$ cat src/oas_defines.svh
`ifndef OAS_DEFINES_SVH
`define OAS_DEFINES_SVH

// Prefix byte codes
`define OAS_PFX_OPSIZE 8'h66
`define OAS_PFX_ADSIZE 8'h67

// Size selector encoding: 0 = 16 bits, 1 = 32 bits
`define OAS_SZ16 1'h0
`define OAS_SZ32 1'h1

// Upper bounds of an expand-down segment
`define OAS_BOUND16 32'h0000ffff
`define OAS_BOUND32 32'hffffffff

// Mask applied to offsets formed at 16-bit address size
`define OAS_OFS16_MASK 32'h0000ffff

`endif

$ cat src/oas_pkg.sv
package oas_pkg;

    typedef enum logic [2:0]
    {
        OAS_MODE_REAL = 3'h1,
        OAS_MODE_PROT = 3'h2,
        OAS_MODE_V86 = 3'h4
    } oas_mode_e;

    typedef enum logic [1:0]
    {
        OAS_ST_IDLE = 2'h1,
        OAS_ST_HOLD = 2'h2
    } oas_state_e;

endpackage

$ cat src/oas_size_select.sv
// Contract
// - In protected mode outside system management mode, default operand and address size follow code-segment default flag: set 32, clear 16.
// - Real-address and virtual-8086 modes default both sizes to 16 bits.
// - Operand prefix 66h inverts the instruction's default operand size.
// - Address prefix 67h inverts the instruction's default address size.
// - Overrides apply only to the instruction they precede.
// - Operand and address overrides act independently of each other.
// - Every operand/address size combination reachable from any segment default.
// - Both prefixes honoured in real, protected and virtual-8086 modes.
// - Implicit stack references use wide pointer if stack flag set, else narrow.
// - Stack flag governs implicit references only; explicit ones use address size.
// - Stack flag of data descriptor selects expand-down upper bound.
// - Gated transfers take operand size and save format from gate type only.
// - 16-bit address size limits offsets to the first 64 KBytes.
// - Stack-pointer width depends solely on stack flag, whatever the operand size.
`timescale 1ns/10ps
`default_nettype none
`include "oas_defines.svh"

module oas_size_select
    import oas_pkg::*;
(
    input wire logic clk,
    input wire logic rst_b,
    // Instruction hand-over from fetch
    input wire logic insn_valid,
    input wire logic [31:0] insn_word,
    input wire logic pfx_opsize,
    input wire logic pfx_adsize,
    input wire logic via_gate,
    input wire logic gate_is_32,
    input wire logic stack_implicit,
    input wire logic [31:0] raw_offset,
    // Mode and descriptor state
    input wire logic [2:0] cpu_mode,
    input wire logic system_management_mode,
    input wire logic cs_default_32,
    input wire logic ss_big,
    input wire logic ds_big,
    input wire logic ds_expand_down,
    // Datapath handshake
    input wire logic exec_done,
    output logic insn_ready,
    output logic sel_valid,
    output logic [31:0] sel_insn,
    output logic op_size_32,
    output logic addr_size_32,
    output logic save_fmt_32,
    output logic stack_use_wide,
    output logic stack_ptr_wide,
    output logic [31:0] eff_offset,
    output logic [31:0] ds_upper_bound
);

    // ------------------------------------------------------------
    // Default size resolution
    // ------------------------------------------------------------
    wire logic no_descriptors;
    wire logic default_32;
    wire logic op_32_pfx;
    wire logic ad_32_pfx;
    wire logic op_32_final;
    wire logic sp_wide;
    wire logic stack_wide_eff;
    wire logic [31:0] offset_nxt;
    wire logic [31:0] bound_nxt;
    wire logic take;
    wire logic ready_nxt;
    wire logic valid_nxt;
    wire logic [31:0] sel_insn_nxt;
    wire logic op_size_nxt;
    wire logic addr_size_nxt;
    wire logic save_fmt_nxt;
    wire logic stack_use_nxt;
    wire logic stack_ptr_nxt;

    // Native 16-bit modes consult no descriptors
    assign no_descriptors = (cpu_mode == OAS_MODE_REAL) || (cpu_mode == OAS_MODE_V86)
                          || system_management_mode;
    assign default_32 = no_descriptors ? `OAS_SZ16 : cs_default_32;

    // Prefixes flip each default on their own, in every mode
    assign op_32_pfx = default_32 ^ pfx_opsize;
    assign ad_32_pfx = default_32 ^ pfx_adsize;

    // Gate type overrides both default flag and prefix
    assign op_32_final = via_gate ? gate_is_32 : op_32_pfx;

    // ------------------------------------------------------------
    // Stack pointer selection
    // ------------------------------------------------------------
    // Stack pointer width from stack descriptor alone
    assign sp_wide = ss_big;
    assign stack_wide_eff = stack_implicit ? sp_wide : ad_32_pfx;

    // ------------------------------------------------------------
    // Offset limiting and expand-down bound
    // ------------------------------------------------------------
    assign offset_nxt = ad_32_pfx ? raw_offset : (raw_offset & `OAS_OFS16_MASK);
    assign bound_nxt = (ds_expand_down && ds_big) ? `OAS_BOUND32 : `OAS_BOUND16;

    // ------------------------------------------------------------
    // Captured values
    // ------------------------------------------------------------
    assign sel_insn_nxt = insn_word;
    assign op_size_nxt = op_32_final;
    assign addr_size_nxt = ad_32_pfx;
    assign save_fmt_nxt = op_32_final;
    assign stack_use_nxt = stack_wide_eff;
    assign stack_ptr_nxt = sp_wide;

    // ------------------------------------------------------------
    // Per-instruction hold
    // ------------------------------------------------------------
    oas_state_e state_r;
    oas_state_e state_nxt;

    // Only an offer seen while ready is accepted, so none slips in just after reset
    assign take = insn_ready && insn_valid;
    assign ready_nxt = (state_nxt == OAS_ST_IDLE);
    assign valid_nxt = (state_nxt == OAS_ST_HOLD);

    always_comb
    begin
        state_nxt = state_r;
        unique case (state_r)
            OAS_ST_IDLE:
            begin
                // Completion pulses seen while idle are ignored
                if (take)
                begin
                    state_nxt = OAS_ST_HOLD;
                end
            end
            OAS_ST_HOLD:
            begin
                if (exec_done)
                begin
                    state_nxt = OAS_ST_IDLE;
                end
            end
            default:
            begin
                state_nxt = OAS_ST_IDLE;
            end
        endcase
    end

    // ------------------------------------------------------------
    // State register
    // ------------------------------------------------------------
    always_ff @(posedge clk or negedge rst_b)
    begin
        if (!rst_b)
        begin
            state_r <= OAS_ST_IDLE;
        end
        else
        begin
            state_r <= state_nxt;
        end
    end

    // ------------------------------------------------------------
    // Handshake outputs
    // ------------------------------------------------------------
    always_ff @(posedge clk or negedge rst_b)
    begin
        if (!rst_b)
        begin
            insn_ready <= 1'h0;
        end
        else
        begin
            insn_ready <= ready_nxt;
        end
    end

    // Valid marks the whole execution window of the held instruction
    always_ff @(posedge clk or negedge rst_b)
    begin
        if (!rst_b)
        begin
            sel_valid <= 1'h0;
        end
        else
        begin
            sel_valid <= valid_nxt;
        end
    end

    // ------------------------------------------------------------
    // Captured instruction
    // ------------------------------------------------------------
    // Results latched per instruction, so prefixes never leak forward
    always_ff @(posedge clk or negedge rst_b)
    begin
        if (!rst_b)
        begin
            sel_insn <= 32'h0;
        end
        else if (take)
        begin
            sel_insn <= sel_insn_nxt;
        end
    end

    // ------------------------------------------------------------
    // Size outputs
    // ------------------------------------------------------------
    always_ff @(posedge clk or negedge rst_b)
    begin
        if (!rst_b)
        begin
            op_size_32 <= `OAS_SZ16;
        end
        else if (take)
        begin
            op_size_32 <= op_size_nxt;
        end
    end

    always_ff @(posedge clk or negedge rst_b)
    begin
        if (!rst_b)
        begin
            addr_size_32 <= `OAS_SZ16;
        end
        else if (take)
        begin
            addr_size_32 <= addr_size_nxt;
        end
    end

    always_ff @(posedge clk or negedge rst_b)
    begin
        if (!rst_b)
        begin
            save_fmt_32 <= `OAS_SZ16;
        end
        else if (take)
        begin
            save_fmt_32 <= save_fmt_nxt;
        end
    end

    // ------------------------------------------------------------
    // Stack outputs
    // ------------------------------------------------------------
    always_ff @(posedge clk or negedge rst_b)
    begin
        if (!rst_b)
        begin
            stack_use_wide <= `OAS_SZ16;
        end
        else if (take)
        begin
            stack_use_wide <= stack_use_nxt;
        end
    end

    always_ff @(posedge clk or negedge rst_b)
    begin
        if (!rst_b)
        begin
            stack_ptr_wide <= `OAS_SZ16;
        end
        else if (take)
        begin
            stack_ptr_wide <= stack_ptr_nxt;
        end
    end

    // ------------------------------------------------------------
    // Offset and bound outputs
    // ------------------------------------------------------------
    always_ff @(posedge clk or negedge rst_b)
    begin
        if (!rst_b)
        begin
            eff_offset <= 32'h0;
        end
        else if (take)
        begin
            eff_offset <= offset_nxt;
        end
    end

    // Bound tracks the descriptor inputs every cycle, not per instruction
    always_ff @(posedge clk or negedge rst_b)
    begin
        if (!rst_b)
        begin
            ds_upper_bound <= `OAS_BOUND16;
        end
        else
        begin
            ds_upper_bound <= bound_nxt;
        end
    end

endmodule
`default_nettype wire

$ cat config.mk
export PLATFORM = sky130hd
export DESIGN_NAME = oas_size_select
export DESIGN_NICKNAME = d
export VERILOG_FILES = /design/src/oas_pkg.sv /design/src/oas_size_select.sv
export VERILOG_INCLUDE_DIRS = /design/src
export SDC_FILE = /design/constraint.sdc
export NUM_CORES = 1
export LEC_CHECK = 0
export ABC_AREA = 1
export BUFFER_PORTS_ARGS = -buffer_cell sky130_fd_sc_hd__buf_2
export CORE_ASPECT_RATIO = 1.25
export CORE_MARGIN = 1
export CORE_UTILIZATION = 30
export DETAILED_ROUTE_END_ITERATION = 10
export GPL_TIMING_DRIVEN = 0
export HOLD_SLACK_MARGIN = 0.06
export PLACE_DENSITY = 0.63
export SLEW_MARGIN = 20
export SYNTH_ARGS = -nofsm -noshare
export SYNTH_HDL_FRONTEND = slang
export SYNTH_SLANG_ARGS = --single-unit
export TNS_END_PERCENT = 20
$ cat constraint.sdc
create_clock -name clk -period 1.5 [get_ports clk]
set_input_delay 0.075 -clock clk [delete_from_list [all_inputs] [get_ports clk]]
set_output_delay 0.075 -clock clk [all_outputs]
set_load 0.005 [all_outputs]
==> impl_metrics.ini <==
[routing]
wl_met3_um = 589
wl_per_cell_um = 12.33
met2_length_mm = 4.767
drt_iter0_drc = 106
dr.pass1.iters = 4
drc_errors = 0
finalWirelength_mm = 9.506
via_per_inst = 4.281
ant_nets = 0
highest_layer = met4
vias = 3301
m1WireLength_mm = 3.908

[critical_path]
cp-start-kind = register
critPathKind = register to register
slowest_stage = dfstp_2
crit_path_frequent_cell = inv_1
critPathArrivalTime_ns = 1.55
worstPathRequired_ns = 1.73
crit_path_end_kind = register
slowest_delay_ns = 0.55
crit_chain = inv_1 -> ha_1 -> inv_1 -> nand3_1 -> nand2_1 -> inv_1
crit_fanout = 4

[place]
place_inst = 684
portBuffers = 167
hpwl_mm = 6.180
place.gp.congestion = 0.7177

[floorplan]
die_x_um = 95.05
start_util_pct = 30.74
rows = 42
die-area_um2 = 11250
io_pins = 184
die_h_um = 118.3
core_area_um2 = 10560

[yosys]
synth_xor_xnor_area_share_pct = 0
yosysWarnings = 0
async_flop_share_pct = 100.0
synth_top_area_share_pct = 55.49
yosys.area_share.simple_pct = 29.25
synth_seq_cells = 73
yosys.area.top_type = dfrtp_1
synth.avg_cell_area_um2 = 8.799
synth_compound_area_share_pct = 1.079
synthTopCellsByArea = dfrtp_1 55%, nand2_1 22%, buf_4 8.3%, nand4_1 3.1%, inv_1 1.6%
netlist_top_cells_count = 190 x nand2_1, 72 x dfrtp_1, 36 x buf_4, 16 x nand4_1, 14 x inv_1
yosysMostFrequentCell = nand2_1
synth.distinct_cells = 26
synthMuxAreaShare_pct = 0
netlist_area_um2 = 3247
ys_seq_area_share_pct = 56.30
syn_inst = 369
synthFlopType = dfrtp_1
synth_edf_count = 0
synth_top_family_by_area = simple AND/OR/NAND/NOR gates
synth_adder_area_share_pct = 0.7707

[sta]
timing.final.crit_share_pct = 88.14
clock_skew_ns = 0.003765
fin_setup_tns_ns = 0
drv_slew = 0
worst_slew_pin_slew_ns = 0.5694
max_freq_ghz = 0.7564
period_minus_slack_ns = 1.322
finalSetupViolCount = 0
hold_slack_ns = 0.07574
hold_viol_final = 0
rsz0062_at_grt = false
relSlewSlack_pct = 62.04

[hold_path]
min_path_type = primary input to register

[global_routing]
grt_pass1_wl_mm = 14.75
grt_pass1_vias = 3123
grtUsageTotal_pct = 17.22
overflow = 0
grt_antenna_before_repair = 0
grt_max_degree = 43

[power]
p_total_mw = 8.640
max-vdd-ir-drop_v = 0.0007228
p_per_area_nw_per_um2 = 1617
p_leak_nw = 3.081

[clock_network]
path_clk_slew_ns = 0.06
hold_buffers = 71
cts_resized = 0
clockBufferDepth = 2
cts_root_buf = clkbuf_16
ctsHtreeMaxLevel = 3
cts_setup_buffers = 0
cts_tree = yes
numCtsBuffers = 9
clock_latency_ns = 0.33
clkSinkCount = 73

[layout]
antenna_cells = 0
fin_cells = 771
area_growth_pct = 64.59
drive_gt1_share_pct = 36.93
post-route-util_pct = 50.59
nNetsFinal = 717

[outcome]
outcome = completed

[run]
drv_cap = 0
-- stage by stage --
step           worst slack, ns  cell area (um^2)
2_1_floorplan           0.2677              3303
3_3_place_gp           -0.1028              4304
3_5_place_dp            0.1470              4327
4_1_cts                 0.1346              5344
5_1_grt                0.03740              5344
6_report                0.1780              5344
-- routing by layer --
layer	vias up	track usage, %
li1	1618	-
met1	1520	19.55
met2	145	29.59
met3	18	3.861
met4	0	8.807
met5	-	0
-- cell usage in the layout, fill, tap and decap left out, drive strengths merged --
| cell | count |
|---|---|
| clkinvlp | 1 |
| ha | 2 |
| inv | 16 |
| nand4 | 16 |
| dlygate4sd3 | 71 |
| bufinv | 1 |
| buf | 210 |
| nand2 | 194 |
| clkbuf | 17 |
| conb | 16 |
| nor2 | 5 |
| clkinv | 3 |
| dfstp | 1 |
| dfrtp | 72 |
| nand3 | 9 |
| o21ai | 2 |
| o211ai | 1 |
| a21oi | 1 |
| a21o | 1 |
-- critical path, delay by kind of cell, from the launching register on --
family | cells | cell delay [ns]
AND/OR/NAND/NOR | 2 | 0.23
flip-flops | 1 | 0.55
buffers and inverters | 3 | 0.17
adder cells (fa/ha/maj) | 1 | 0.28
-- power by group --
part | internal, mW | switching, mW | leakage [nW]
clock network | 1.35 | 0.843 | 0.146
registers | 2.89 | 0.497 | 0.912
logic | 1.45 | 1.61 | 2.02
total | 5.69 | 2.95 | 3.08
-- final timing paths --
path,startpoint,to,slack (ns),cells past startpoint
hold / removal,gate_is_32,save_fmt_32$_DFFE_PN0P_,0.08,5
setup / recovery,state_r[0]$_DFF_PN1_,insn_ready$_DFF_PN0_,0.18,6
min in group asynchronous,rst_b,eff_offset[22]$_DFFE_PN0P_,0.29,2
max in group asynchronous,rst_b,sel_insn[28]$_DFFE_PN0P_,0.63,3
setup reg to reg,state_r[0]$_DFF_PN1_,insn_ready$_DFF_PN0_,0.18,6
hold reg to reg,sel_insn[18]$_DFFE_PN0P_,sel_insn[18]$_DFFE_PN0P_,0.47,2
-- cell type report --
| cell class | instances | area, um^2 |
|---|---|---|
| Buffer | 48 | 345.3 |
| Clock buffer | 11 | 242.7 |
| Clock inverter | 5 | 63.81 |
| Fill cell | 994 | 5219 |
| Inverter | 16 | 60.06 |
| Multi-Input combinational cell | 247 | 1070 |
| Sequential cell | 73 | 1828 |
| Tap cell | 132 | 165.2 |
| Timing Repair Buffer | 239 | 1569 |
-- flip-flops by register name (all words and copies together) (netlist names) --
signal and count:
addr_size_32 1, ds_upper_bound 1, eff_offset 32, insn_ready 1
save_fmt_32 1, sel_insn 32, sel_valid 1, stack_ptr_wide 1
stack_use_wide 1, state_r 2
-- kinds of logic (layout without fill, tap and decap cells) --
family,count (synthesis),after routing
adder cells (fa/ha/maj),2,2
AO/OA/AOI/OAI,5,5
AND/OR/NAND/NOR,224,224
flip-flops,73,73
other,1,16
buffers and inverters,64,319
(Power assumes the default switching activity.)
